`src/logic/odc_cfg.svh`:
```
`ifndef ODC_CFG_SVH
`define ODC_CFG_SVH

// ---------------------------------------------------------------
// register offsets
// ---------------------------------------------------------------
`define ODC_ADDR_O5_PHASE    8'h3B
`define ODC_ADDR_O5_DELAY    8'h3C
`define ODC_ADDR_O5_SUPDRV   8'h3D
`define ODC_ADDR_O6_DIVHI    8'h40
`define ODC_ADDR_O6_DIVMID   8'h41
`define ODC_ADDR_O6_DIVLO    8'h42
`define ODC_ADDR_O6_PHASE    8'h43
`define ODC_ADDR_O6_DELAY    8'h44
`define ODC_ADDR_O6_SUPDRV   8'h45

// ---------------------------------------------------------------
// register storage indices
// ---------------------------------------------------------------
`define ODC_NUM_REGS         9
`define ODC_IDX_O5_PHASE     4'h0
`define ODC_IDX_O5_DELAY     4'h1
`define ODC_IDX_O5_SUPDRV    4'h2
`define ODC_IDX_O6_DIVHI     4'h3
`define ODC_IDX_O6_DIVMID    4'h4
`define ODC_IDX_O6_DIVLO     4'h5
`define ODC_IDX_O6_PHASE     4'h6
`define ODC_IDX_O6_DELAY     4'h7
`define ODC_IDX_O6_SUPDRV    4'h8
`define ODC_IDX_NONE         4'hF

// ---------------------------------------------------------------
// implemented bits per register, reset value
// ---------------------------------------------------------------
`define ODC_MASK_PHASE       8'hC7
`define ODC_MASK_DELAY       8'hFF
`define ODC_MASK_O5_SUPDRV   8'h1F
`define ODC_MASK_O6_SUPDRV   8'hDF
`define ODC_MASK_DIVHI       8'hFF
`define ODC_MASK_DIVBYTE     8'hFF
`define ODC_REG_RESET        8'h00

// ---------------------------------------------------------------
// field positions
// ---------------------------------------------------------------
`define ODC_PHASE_MSB        7
`define ODC_PHASE_LSB        6
`define ODC_STRENGTH_MSB     2
`define ODC_STRENGTH_LSB     0
`define ODC_COARSE_MSB       5
`define ODC_COARSE_LSB       0
`define ODC_FINE_MSB         7
`define ODC_FINE_LSB         6
`define ODC_SUPPLY_MSB       4
`define ODC_SUPPLY_LSB       3
`define ODC_DRIVER_MSB       2
`define ODC_DRIVER_LSB       0
`define ODC_WIDE_MSB         7
`define ODC_WIDE_LSB         6
`define ODC_DIVHI_MSB        3
`define ODC_DIVHI_LSB        0

// ---------------------------------------------------------------
// codes and steps
// ---------------------------------------------------------------
`define ODC_FINE_STEP_PS     7'h1E
`define ODC_DIV_GAP_BITS     12'h000
`define ODC_PHASE_NORMAL     2'h0
`define ODC_PHASE_BOTH_TRUE  2'h1
`define ODC_SUPPLY_1V8       2'h0
`define ODC_SUPPLY_2V5       2'h1
`define ODC_SUPPLY_3V3       2'h2
`define ODC_DRV_LVDS         3'h0
`define ODC_DRV_LVPECL_CM    3'h1
`define ODC_DRV_CML          3'h2
`define ODC_DRV_HCSL         3'h3
`define ODC_DRV_LVDS_BOOST   3'h4
`define ODC_DRV_LVPECL_NOCM  3'h5

`endif

```
`src/logic/odc_pkg.sv`:
```
package odc_pkg;

    // supply rail that an output is told it sits on
    typedef enum logic [1:0] {
        SUPPLY_1V8,
        SUPPLY_2V5,
        SUPPLY_3V3,
        SUPPLY_UNDEFINED
    } odc_supply_type;

    // differential driver standard
    typedef enum logic [2:0] {
        DRV_LVDS,
        DRV_LVPECL_CM,
        DRV_CML,
        DRV_HCSL,
        DRV_LVDS_BOOST,
        DRV_LVPECL_NOCM,
        DRV_UNDEFINED
    } odc_driver_type;

    // leg source: 0 = true clock, 1 = complement clock
    typedef struct packed {
        logic positiveLegSource;
        logic negativeLegSource;
    } odc_leg_type;

    // decoded configuration of one output
    typedef struct packed {
        odc_leg_type    legs;
        logic [2:0]     driveStrength;
        logic [5:0]     coarseDelay;
        logic [1:0]     fineDelayCode;
        logic [6:0]     fineDelayPs;
        odc_supply_type supply;
        logic           supplyBad;
        odc_driver_type driver;
        logic           driverBad;
    } odc_out_cfg_type;

endpackage
```
`src/logic/odc_leg_select.sv`:
```
`timescale 1ns/1ps
`include "odc_cfg.svh"

module odc_leg_select (
    input  wire logic                 ref_clk,   // register clock
    input  wire logic                 sys_rst,   // async reset, high
    input  wire logic [1:0]           phaseCode, // phase select field
    output odc_pkg::odc_leg_type      legSel     // registered leg sources
);

    // ---------------------------------------------------------------
    // leg source decode
    // ---------------------------------------------------------------
    // code 0 keeps a normal pair, code 1 puts true on both legs,
    // codes 2 and 3 put the complement on both legs
    wire logic normalPair = (phaseCode == `ODC_PHASE_NORMAL);
    wire logic bothTrue   = (phaseCode == `ODC_PHASE_BOTH_TRUE);
    odc_pkg::odc_leg_type legD;
    assign legD.positiveLegSource = !(normalPair || bothTrue);
    assign legD.negativeLegSource = !bothTrue;

    // output flop
    always_ff @(posedge ref_clk or posedge sys_rst) begin
        if (sys_rst) begin
            legSel <= '0;
        end else begin
            legSel <= legD;
        end
    end

endmodule

```
`src/logic/odc_output_config.sv`:
```
`timescale 1ns/1ps
`include "odc_cfg.svh"

module odc_output_config (
    input  wire logic                    ref_clk,          // register clock, 200 MHz
    input  wire logic                    sys_rst,          // async reset, high
    input  wire logic                    cfgWrEn,          // write strobe from serial port
    input  wire logic                    cfgRdEn,          // read strobe from serial port
    input  wire logic [7:0]              cfgAddr,          // register number
    input  wire logic [7:0]              cfgWrData,        // write byte
    output logic      [7:0]              cfgRdData,        // read byte, registered
    output logic                         cfgRdValid,       // read byte valid pulse
    output odc_pkg::odc_out_cfg_type     out5Cfg,          // decoded output 5 setup
    output odc_pkg::odc_out_cfg_type     out6Cfg,          // decoded output 6 setup
    output logic      [33:0]             out6DividerValue  // output 6 divider value
);

    // ---------------------------------------------------------------
    // address decode
    // ---------------------------------------------------------------

    // maps a register number to its storage slot
    function automatic logic [3:0] regIndex(input logic [7:0] a);
        logic [3:0] idx;
        idx = `ODC_IDX_NONE;
        case (a)
            `ODC_ADDR_O5_PHASE:  idx = `ODC_IDX_O5_PHASE;
            `ODC_ADDR_O5_DELAY:  idx = `ODC_IDX_O5_DELAY;
            `ODC_ADDR_O5_SUPDRV: idx = `ODC_IDX_O5_SUPDRV;
            `ODC_ADDR_O6_DIVHI:  idx = `ODC_IDX_O6_DIVHI;
            `ODC_ADDR_O6_DIVMID: idx = `ODC_IDX_O6_DIVMID;
            `ODC_ADDR_O6_DIVLO:  idx = `ODC_IDX_O6_DIVLO;
            `ODC_ADDR_O6_PHASE:  idx = `ODC_IDX_O6_PHASE;
            `ODC_ADDR_O6_DELAY:  idx = `ODC_IDX_O6_DELAY;
            `ODC_ADDR_O6_SUPDRV: idx = `ODC_IDX_O6_SUPDRV;
            default:             idx = `ODC_IDX_NONE;
        endcase
        return idx;
    endfunction

    // supply definition decode
    function automatic odc_pkg::odc_supply_type supplyDecode(input logic [1:0] code);
        odc_pkg::odc_supply_type s;
        s = odc_pkg::SUPPLY_UNDEFINED;
        case (code)
            `ODC_SUPPLY_1V8: s = odc_pkg::SUPPLY_1V8;
            `ODC_SUPPLY_2V5: s = odc_pkg::SUPPLY_2V5;
            `ODC_SUPPLY_3V3: s = odc_pkg::SUPPLY_3V3;
            default:         s = odc_pkg::SUPPLY_UNDEFINED;
        endcase
        return s;
    endfunction

    // driver standard decode
    function automatic odc_pkg::odc_driver_type driverDecode(input logic [2:0] code);
        odc_pkg::odc_driver_type d;
        d = odc_pkg::DRV_UNDEFINED;
        case (code)
            `ODC_DRV_LVDS:        d = odc_pkg::DRV_LVDS;
            `ODC_DRV_LVPECL_CM:   d = odc_pkg::DRV_LVPECL_CM;
            `ODC_DRV_CML:         d = odc_pkg::DRV_CML;
            `ODC_DRV_HCSL:        d = odc_pkg::DRV_HCSL;
            `ODC_DRV_LVDS_BOOST:  d = odc_pkg::DRV_LVDS_BOOST;
            `ODC_DRV_LVPECL_NOCM: d = odc_pkg::DRV_LVPECL_NOCM;
            default:              d = odc_pkg::DRV_UNDEFINED;
        endcase
        return d;
    endfunction

    // ---------------------------------------------------------------
    // register storage
    // ---------------------------------------------------------------

    // implemented bits per slot; unimplemented bits never store
    localparam logic [7:0] WR_MASK [`ODC_NUM_REGS] = '{
        `ODC_MASK_PHASE,
        `ODC_MASK_DELAY,
        `ODC_MASK_O5_SUPDRV,
        `ODC_MASK_DIVHI,
        `ODC_MASK_DIVBYTE,
        `ODC_MASK_DIVBYTE,
        `ODC_MASK_PHASE,
        `ODC_MASK_DELAY,
        `ODC_MASK_O6_SUPDRV
    };

    logic [7:0] regQ [`ODC_NUM_REGS];  // configuration bytes
    wire  logic [3:0] wrIdx = regIndex(cfgAddr);
    wire  logic [3:0] rdIdx = regIndex(cfgAddr);
    wire  logic       rdHit = (rdIdx != `ODC_IDX_NONE);

    // one byte register per slot, masked store
    genvar r;
    generate
        for (r = 0; r < `ODC_NUM_REGS; r++) begin : gRegs
            wire logic       sel = cfgWrEn && (wrIdx == 4'(r));
            wire logic [7:0] d   = sel ? (cfgWrData & WR_MASK[r]) : regQ[r];
            always_ff @(posedge ref_clk or posedge sys_rst) begin
                if (sys_rst) begin
                    regQ[r] <= `ODC_REG_RESET;
                end else begin
                    regQ[r] <= d;
                end
            end
        end
    endgenerate

    // ---------------------------------------------------------------
    // read back
    // ---------------------------------------------------------------

    // read returns the stored byte; unmapped numbers read zero
    wire logic [7:0] rdDataD  = rdHit ? regQ[rdIdx] : `ODC_REG_RESET;
    wire logic [7:0] rdNextD  = cfgRdEn ? rdDataD : cfgRdData;

    always_ff @(posedge ref_clk or posedge sys_rst) begin
        if (sys_rst) begin
            cfgRdData  <= `ODC_REG_RESET;
            cfgRdValid <= 1'b0;
        end else begin
            cfgRdData  <= rdNextD;
            cfgRdValid <= cfgRdEn;
        end
    end

    // ---------------------------------------------------------------
    // per-output decode
    // ---------------------------------------------------------------

    localparam logic [3:0] PHASE_IDX  [2] = '{`ODC_IDX_O5_PHASE,  `ODC_IDX_O6_PHASE};
    localparam logic [3:0] DELAY_IDX  [2] = '{`ODC_IDX_O5_DELAY,  `ODC_IDX_O6_DELAY};
    localparam logic [3:0] SUPDRV_IDX [2] = '{`ODC_IDX_O5_SUPDRV, `ODC_IDX_O6_SUPDRV};

    odc_pkg::odc_out_cfg_type outCfgQ [2];  // decoded state, registered, legs aside
    odc_pkg::odc_leg_type     legQ    [2];  // leg sources, flopped in the selector

    // width of everything below the leg field
    localparam int REST_W = $bits(odc_pkg::odc_out_cfg_type) - $bits(odc_pkg::odc_leg_type);

    genvar o;
    generate
        for (o = 0; o < 2; o++) begin : gOut
            wire logic [7:0] phaseReg  = regQ[PHASE_IDX[o]];
            wire logic [7:0] delayReg  = regQ[DELAY_IDX[o]];
            wire logic [7:0] supDrvReg = regQ[SUPDRV_IDX[o]];

            // field extraction
            wire logic [1:0] phaseCode = phaseReg[`ODC_PHASE_MSB:`ODC_PHASE_LSB];
            wire logic [2:0] strength  = phaseReg[`ODC_STRENGTH_MSB:`ODC_STRENGTH_LSB];
            wire logic [5:0] coarse    = delayReg[`ODC_COARSE_MSB:`ODC_COARSE_LSB];
            wire logic [1:0] fineCode  = delayReg[`ODC_FINE_MSB:`ODC_FINE_LSB];
            wire logic [1:0] supCode   = supDrvReg[`ODC_SUPPLY_MSB:`ODC_SUPPLY_LSB];
            wire logic [2:0] drvCode   = supDrvReg[`ODC_DRIVER_MSB:`ODC_DRIVER_LSB];

            // fine delay as picoseconds, code times step
            wire logic [6:0] finePs = 7'(fineCode * `ODC_FINE_STEP_PS);

            // enumerated supply and driver
            wire odc_pkg::odc_supply_type supD = supplyDecode(supCode);
            wire odc_pkg::odc_driver_type drvD = driverDecode(drvCode);

            // leg sources, registered inside the selector
            odc_leg_select uLegs (
                .ref_clk   (ref_clk),
                .sys_rst   (sys_rst),
                .phaseCode (phaseCode),
                .legSel    (legQ[o])
            );

            // remaining decoded fields
            always_ff @(posedge ref_clk or posedge sys_rst) begin
                if (sys_rst) begin
                    outCfgQ[o].driveStrength <= '0;
                    outCfgQ[o].coarseDelay   <= '0;
                    outCfgQ[o].fineDelayCode <= '0;
                    outCfgQ[o].fineDelayPs   <= '0;
                    outCfgQ[o].supply        <= odc_pkg::SUPPLY_1V8;
                    outCfgQ[o].supplyBad     <= 1'b0;
                    outCfgQ[o].driver        <= odc_pkg::DRV_LVDS;
                    outCfgQ[o].driverBad     <= 1'b0;
                end else begin
                    outCfgQ[o].driveStrength <= strength;
                    outCfgQ[o].coarseDelay   <= coarse;
                    outCfgQ[o].fineDelayCode <= fineCode;
                    outCfgQ[o].fineDelayPs   <= finePs;
                    outCfgQ[o].supply        <= supD;
                    outCfgQ[o].supplyBad     <= (supD == odc_pkg::SUPPLY_UNDEFINED);
                    outCfgQ[o].driver        <= drvD;
                    outCfgQ[o].driverBad     <= (drvD == odc_pkg::DRV_UNDEFINED);
                end
            end
        end
    endgenerate

    // legs come from the selector flops, the rest from the decode flops
    assign out5Cfg = {legQ[0], outCfgQ[0][REST_W-1:0]};
    assign out6Cfg = {legQ[1], outCfgQ[1][REST_W-1:0]};

    // ---------------------------------------------------------------
    // output 6 divider assembly
    // ---------------------------------------------------------------

    // bits 31:20 live in registers outside this bank and read as zero here
    wire logic [1:0]  wideBits = regQ[`ODC_IDX_O6_SUPDRV][`ODC_WIDE_MSB:`ODC_WIDE_LSB];
    wire logic [3:0]  divHigh  = regQ[`ODC_IDX_O6_DIVHI][`ODC_DIVHI_MSB:`ODC_DIVHI_LSB];
    wire logic [33:0] divD     = {wideBits,
                                  `ODC_DIV_GAP_BITS,
                                  divHigh,
                                  regQ[`ODC_IDX_O6_DIVMID],
                                  regQ[`ODC_IDX_O6_DIVLO]};

    always_ff @(posedge ref_clk or posedge sys_rst) begin
        if (sys_rst) begin
            out6DividerValue <= '0;
        end else begin
            out6DividerValue <= divD;
        end
    end

endmodule

```
`config.mk`:
```
export PLATFORM = sky130hd
export DESIGN_NAME = odc_output_config
export DESIGN_NICKNAME = d
export VERILOG_FILES = /design/src/logic/odc_pkg.sv /design/src/logic/odc_leg_select.sv /design/src/logic/odc_output_config.sv
export VERILOG_INCLUDE_DIRS = /design/src /design/src/logic
export SDC_FILE = /design/constraint.sdc
export NUM_CORES = 1
export LEC_CHECK = 0
export BUFFER_PORTS_ARGS = -buffer_cell sky130_fd_sc_hd__buf_2
export CAP_MARGIN = 20
export CORE_MARGIN = 3
export CORE_UTILIZATION = 50
export CTS_BUF_LIST = sky130_fd_sc_hd__clkbuf_16
export CTS_CLUSTER_DIAMETER = 100
export CTS_CLUSTER_SIZE = 16
export DETAILED_ROUTE_END_ITERATION = 10
export GPL_ROUTABILITY_DRIVEN = 0
export PLACE_DENSITY = 0.74
export SLEW_MARGIN = 5
export SYNTH_ARGS = -nofsm -noshare
export SYNTH_HDL_FRONTEND = slang
export SYNTH_SLANG_ARGS = --single-unit
```
`constraint.sdc`:
```
create_clock -name ref_clk -period 5.9 [get_ports ref_clk]
set_input_delay 1.18 -clock ref_clk [delete_from_list [all_inputs] [get_ports ref_clk]]
set_output_delay 1.18 -clock ref_clk [all_outputs]
set_load 0.01 [all_outputs]
```
==> results of run 1 <==
## cells by family (layout without fill, tap and decap cells)
group / Yosys count / count (layout)
other cells: 1 / 14
fa+ha+maj: 6 / 6
simple gates: 85 / 85
flops: 141 / 141
mux: 71 / 71
compound gates: 60 / 60
buf+inv: 50 / 146
## layer usage
metal  vias up  GRT usage (%)  wire length [µm]
met5         -              0                 0
met4         0           9.86               329
met3        38           6.25              1100
met2       201           35.1              6650
met1      1857           29.5              5230
li1       1612              -                 -
## through the flow
step	utilization (%)	hold WS [ps]
detailed placement	56.2	385
global route	62.2	403
global placement	56.2	385
floorplan	-	361
finish	62.2	397
CTS	62.2	399
## Yosys cell counts, types with 2 or more instances
library cell and instances:
dfrtp_1 141, mux2_2 56, nor2_1 21, buf_4 20, a21oi_1 13, clkbuf_1 11
inv_1 10, o21ai_0 9, mux2_4 8, nand2_1 8, nand3_1 8, mux2i_1 7
o22ai_1 7, and2_1 6, buf_2 6, ha_1 6, a2bb2oi_1 5, and3_1 5
nor2b_1 5, o221ai_1 5, nand2b_1 4, nand2_2 3, nor2_2 3, nor3_1 3
o2bb2ai_1 3, or3_1 3, a21o_1 2, a221oi_1 2, and3_4 2, nand3b_1 2
nand4_1 2, nor2_4 2, nor3_4 2, o21a_1 2, o31ai_1 2
## path summary, 6_finish.rpt
kind / from / to / slack [ps] / cells after the start
min in group asynchronous: sys_rst / out5Cfg[21]$_DFF_PP0_ / 940 / 2
setup reg to reg: gOut[0].delayReg[7]$_DFFE_PP0P_ / cfgRdData[7]$_DFFE_PP0P_ / 4460 / 5
setup / recovery: cfgAddr[1] / gOut[0].phaseReg[0]$_DFFE_PP0P_ / 2770 / 7
hold reg to reg: gOut[1].phaseReg[2]$_DFFE_PP0P_ / out6Cfg[24]$_DFF_PP0_ / 400 / 0
max in group asynchronous: sys_rst / cfgRdData[5]$_DFFE_PP0P_ / 3810 / 3
hold / removal: gOut[1].phaseReg[2]$_DFFE_PP0P_ / out6Cfg[24]$_DFF_PP0_ / 400 / 0
## where the power goes
part	internal (mW)	switching, mW
clock network	0.784	0.386
registers	1.01	0.0255
logic	0.0514	0.0894
total	1.84	0.501
## layout make-up
cell class | instances | area (µm²)
clock buffer | 17 | 425
clock inverter | 15 | 229
fill | 847 | 4140
inverter | 11 | 46.3
multi-input combinational | 236 | 1880
sequential | 141 | 3530
tap | 140 | 175
timing repair buffer | 103 | 518
## flip-flops by register name, indices dropped and copies added (netlist names)
signal,count
gOut.uLegs.legSel,4
out6Cfg,22
cfgRdValid,1
gOut.phaseReg,10
regQ,4
cfgRdData,8
out6DividerValue,22
divD,20
gOut.supDrvReg,12
gOut.delayReg,16
out5Cfg,22
## worst reg2reg max path, cell delays in order, from the launching register on
cell and delay [ps]:
dfrtp_1 430, inv_1 140, o21ai_0 140, a21oi_1 190
o22ai_1 120, a32o_1 320
==> out/metrics.cfg, run 1 <==
[global_route]
antenna_found_initial=0
grt_max_degree=95
grtUsageTotal_pct=22.4
grt_pass1_vias=3810
grt_pass1_wl_um=21300
gr-total-overflow=0

[sta]
finalHoldViolations=0
fin_crit_sh_pct=53.0
setup_viol=0
relSlewSlack_pct=44.0
fin_crit_ps=3130
rsz0062_at_grt=false
setup_ws_ps=2770
slew_viol_final=0
worst_slew_pin_slew_ps=841
clock_skew_ps=6.19
tns_ps=0
max_freq_ghz=0.320

[setup_path]
start_kind=input port
slowest_delay_ps=540
cp_max_fo=19
critPathTopFamily=simple AND/OR/NAND/NOR gates
critPathArrivalTime_ps=3430
cp-end-kind=register
crit_chain=buf_2 > nor2b_1 > a21oi_1 > o22ai_2 > nand2_2 > nor2_2 > mux2_2
worstSetupPathType=in -> reg
cp.required_ps=6200
path_buf_inv=1
crit_slowest_cell=nor2b_1

[place]
dp_hpwl_um=8770
pre_cts_ws_ps=2400
placed_cells=631
numPortBuffers=102
placed_cell_area_um2=6150

[routing]
via_per_inst=5.59
detail-route-antenna-nets=0
drt_pass1_iterations=6
drc_errors=0
routed_wl_um=13300
num_vias=3708
drt_iter0_markers=399
drt-wirelength-per-cell_um=20.1

[synthesis]
ys.flop_type=dfrtp_1
muxShareOfSynthArea_pct=14.6
ys_async_sr_fraction_pct=100
yosys.area_share.simple_pct=8.88
yosysTopAreaCellShare_pct=62.6
syn-cell-area_um2=5640
ys_top_cells_by_area=dfrtp_1 63%, mux2_2 11%, buf_4 2.7%
synth.largest_area_cell=dfrtp_1
yosys.area_share.xor_xnor_pct=0
ys_types=55
synth-edff-count=0
ys_ff_latch=141
ys_seq_area_share_pct=62.6
synthAdderAreaFrac_pct=1.33
synthCells=414
synth_area_per_cell_um2=13.6
ys_warn_count=0
synth_compound_area_share_pct=7.62
synth_top_family_by_area=multiplexers

[cells_and_area]
nets=536
layout_commonest_cell=dfrtp_1
area_growth_pct=20.7
stdcell_count=663
mostFrequentLayoutCells=141 x dfrtp_1, 102 x buf_2, 56 x mux2_2
fin_area_um2=6800
antenna_cells=0
drive_gt1_share_pct=40.5

[cts]
cts_tree=done
worstSkewPairLatency_ps=420
holdBufCountCts=0
clk_pin_slew_ps=60
cts_made_buffers=17
cts-root-buf=clkbuf_16
post_cts_buffers=0
cts_sinks=141
htreeDepth=4
clockBufferDepth=2
cts_resized=0

[power]
p_leak_nw=3.64
peakVddDrop_uv=165
finalPower_mw=2.34
pwr_density_cell_nw_per_um2=345

[floorplan]
core_um2=10900
die-area_um2=12600
die_h_um=112
top_level_ports=117
num_rows=38
initial_utilization_pct=51.5
die_w_um=112

[run_status]
status=finished, final reports clean

[min_path]
hp-class=reg -> reg

[job]
drv_cap=0

(Power assumes the default switching activity.)
==> run 2: changes to the inputs <==
--- a/config.mk
+++ b/config.mk
@@ -9,13 +9,13 @@
 export BUFFER_PORTS_ARGS = -buffer_cell sky130_fd_sc_hd__buf_2
 export CAP_MARGIN = 20
 export CORE_MARGIN = 3
-export CORE_UTILIZATION = 50
+export CORE_UTILIZATION = 49
 export CTS_BUF_LIST = sky130_fd_sc_hd__clkbuf_16
 export CTS_CLUSTER_DIAMETER = 100
 export CTS_CLUSTER_SIZE = 16
 export DETAILED_ROUTE_END_ITERATION = 10
 export GPL_ROUTABILITY_DRIVEN = 0
-export PLACE_DENSITY = 0.74
+export PLACE_DENSITY = 0.75
 export SLEW_MARGIN = 5
 export SYNTH_ARGS = -nofsm -noshare
 export SYNTH_HDL_FRONTEND = slang
==> constraint.sdc (replaced) <==
create_clock -name ref_clk -period 2.7 [get_ports ref_clk]
set_input_delay 0.54 -clock ref_clk [delete_from_list [all_inputs] [get_ports ref_clk]]
set_output_delay 0.54 -clock ref_clk [all_outputs]
set_load 0.01 [all_outputs]
==> run 2 against run 1 <==
Net effect:
- critical path depth unchanged
- largest cell class unchanged
- critical endpoint is now gOut[1].delayReg[7]$_DFFE_PP0P_
- wire length is 0.57% lower
- via count rose by 0.35%
- combinational power is 120% higher
- non-clock buffer count rose by 13
- first-iteration DRC count increased by 3.8%
- worst hold slack worse by 54 ps
==> out/metrics.cfg, run 2 (same netlist as run 1, synthesis figures left out) <==
[routing]
wl_met1_um=5670  ; was 5230 µm
drt_pass1_iterations=5  ; was 6
detail-route-antenna-nets=0  ; unchanged
dr_wl_met2_um=6300  ; was 6650 µm
wl_met3_um=895  ; was 1100 µm
drc_errors=0  ; unchanged
num_vias=3721  ; was 3708
routed_wl_um=13200  ; was 13300 µm
drt-wirelength-per-cell_um=19.6  ; was 20.1 µm
drt_iter0_markers=414  ; was 399
top_layer=met4  ; unchanged
via_per_inst=5.51  ; was 5.59

[power]
finalPower_mw=5.31  ; was 2.34 mW
pwr_density_cell_nw_per_um2=764  ; was 345 nW/µm²
peakVddDrop_uv=411  ; was 165 µV
p_leak_nw=3.72  ; was 3.64 nW

[cts]
clk_pin_slew_ps=60  ; about the same
cts_sinks=141  ; unchanged
cts_tree=done  ; unchanged
htreeDepth=4  ; unchanged
cts_resized=0  ; unchanged
worstSkewPairLatency_ps=410  ; was 420 ps
post_cts_buffers=0  ; unchanged
cts_made_buffers=17  ; unchanged
clockBufferDepth=2  ; unchanged
cts-root-buf=clkbuf_16  ; unchanged
holdBufCountCts=0  ; unchanged

[sta]
setup_viol=0  ; unchanged
finalHoldViolations=0  ; unchanged
clock_skew_ps=9.31  ; was 6.19 ps
slew_viol_final=0  ; unchanged
fin_crit_sh_pct=81.4
relSlewSlack_pct=51.7  ; was 44.0%
tns_ps=0  ; unchanged
max_freq_ghz=0.455
fin_crit_ps=2200
worst_slew_pin_slew_ps=724  ; was 841 ps
rsz0062_at_grt=false  ; unchanged
hold_slack_ps=342  ; was 397 ps

[setup_path]
worstSetupPathType=in -> reg  ; unchanged
start_kind=input port  ; unchanged
reg2reg_slack_ps=1390  ; was 4460 ps
cp.required_ps=2980  ; was 6200 ps
critPathArrivalTime_ps=2480  ; was 3430 ps
cp_max_fo=19  ; unchanged
cp-end-kind=register  ; unchanged

[floorplan]
die_h_um=113  ; was 112 µm
core_um2=11000  ; was 10900 µm²
initial_utilization_pct=51.1  ; was 51.5%
num_rows=38  ; unchanged
top_level_ports=117  ; unchanged
die-area_um2=12800  ; was 12600 µm²
die_w_um=113  ; was 112 µm

[cells_and_area]
nets=549  ; was 536
antenna_cells=0  ; unchanged
area_growth_pct=23.4  ; was 20.7%
layout_commonest_cell=dfrtp_1  ; unchanged
drive_gt1_share_pct=42.2  ; was 40.5%
register_area_um2=3530  ; unchanged
mostFrequentLayoutCells=141 x dfrtp_1, 102 x buf_2, 56 x mux2_2  ; unchanged
fillers=815  ; was 847
multi_input_area_um2=1880  ; unchanged

[global_route]
grt_pass1_vias=3733  ; was 3810
grt_pass1_wl_um=20900  ; was 21300 µm
gr-total-overflow=0  ; unchanged
grt_max_degree=142  ; was 95
grtUsageTotal_pct=21.4  ; was 22.4%
antenna_found_initial=0  ; unchanged

[run_status]
status=finished, final reports clean  ; unchanged

[place]
numPortBuffers=102  ; unchanged
dp_hpwl_um=9020  ; was 8770 µm

[min_path]
hp-class=in -> async  ; was reg -> reg

[job]
drv_cap=0  ; unchanged

==> run 2: final timing paths <==
kind	depth (start not counted)	to	start
worst max-delay path	7	gOut[1].delayReg[7]$_DFFE_PP0P_	cfgAddr[1]
worst min-delay path	3	out6Cfg[16]$_DFF_PP0_	sys_rst
worst max register to register	4	cfgRdData[7]$_DFFE_PP0P_	gOut[1].phaseReg[7]$_DFFE_PP0P_
worst min register to register	0	out6DividerValue[2]$_DFF_PP0_	divD[2]$_DFFE_PP0P_
max in group asynchronous	3	out5Cfg[11]$_DFF_PP0_	sys_rst
min in group ref_clk	1	cfgRdValid$_DFF_PP0_	cfgRdEn
==> run 2: report_power, final <==
part | total, mW | internal, mW | switching, mW
logic | 0.315 | 0.118 | 0.197
registers | 2.25 | 2.20 | 0.0515
clock network | 2.74 | 1.90 | 0.836
==> run 2: final cells by class <==
class	count	share of cell area (%)
Clock buffer	17	6.12
Clock inverter	14	3.92
Inverter	11	0.648
Multi-Input combinational cell	236	27.0
Sequential cell	141	50.7
Tap cell	140	2.52
Timing Repair Buffer	116	9.03
==> run 2: through the flow <==
stage / util, % / instance area [µm²] / setup slack, ps / cells
floorplan: - / 5690 / 397 / 427
global placement: 56.7 / 6250 / 196 / 644
detailed placement: 56.7 / 6250 / 129 / 644
CTS: 63.0 / 6950 / 538 / 675
global route: 63.0 / 6950 / 405 / 675
finish: 63.0 / 6950 / 502 / 675
==> run 2: worst max-delay path, stage by stage <==
cell,delay [ps]
buf_2,280
nor2b_1,130
and3_1,240
a21oi_2,370
nand2_2,190
nor2_4,330
mux2_2,380
==> run 2: metal layers <==
metal  up-vias  global-route usage, %
li1       1644                      -
met1      1861                   29.6
met2       184                   32.9
met3        32                   5.03
met4         0                   8.49
met5         -                      0
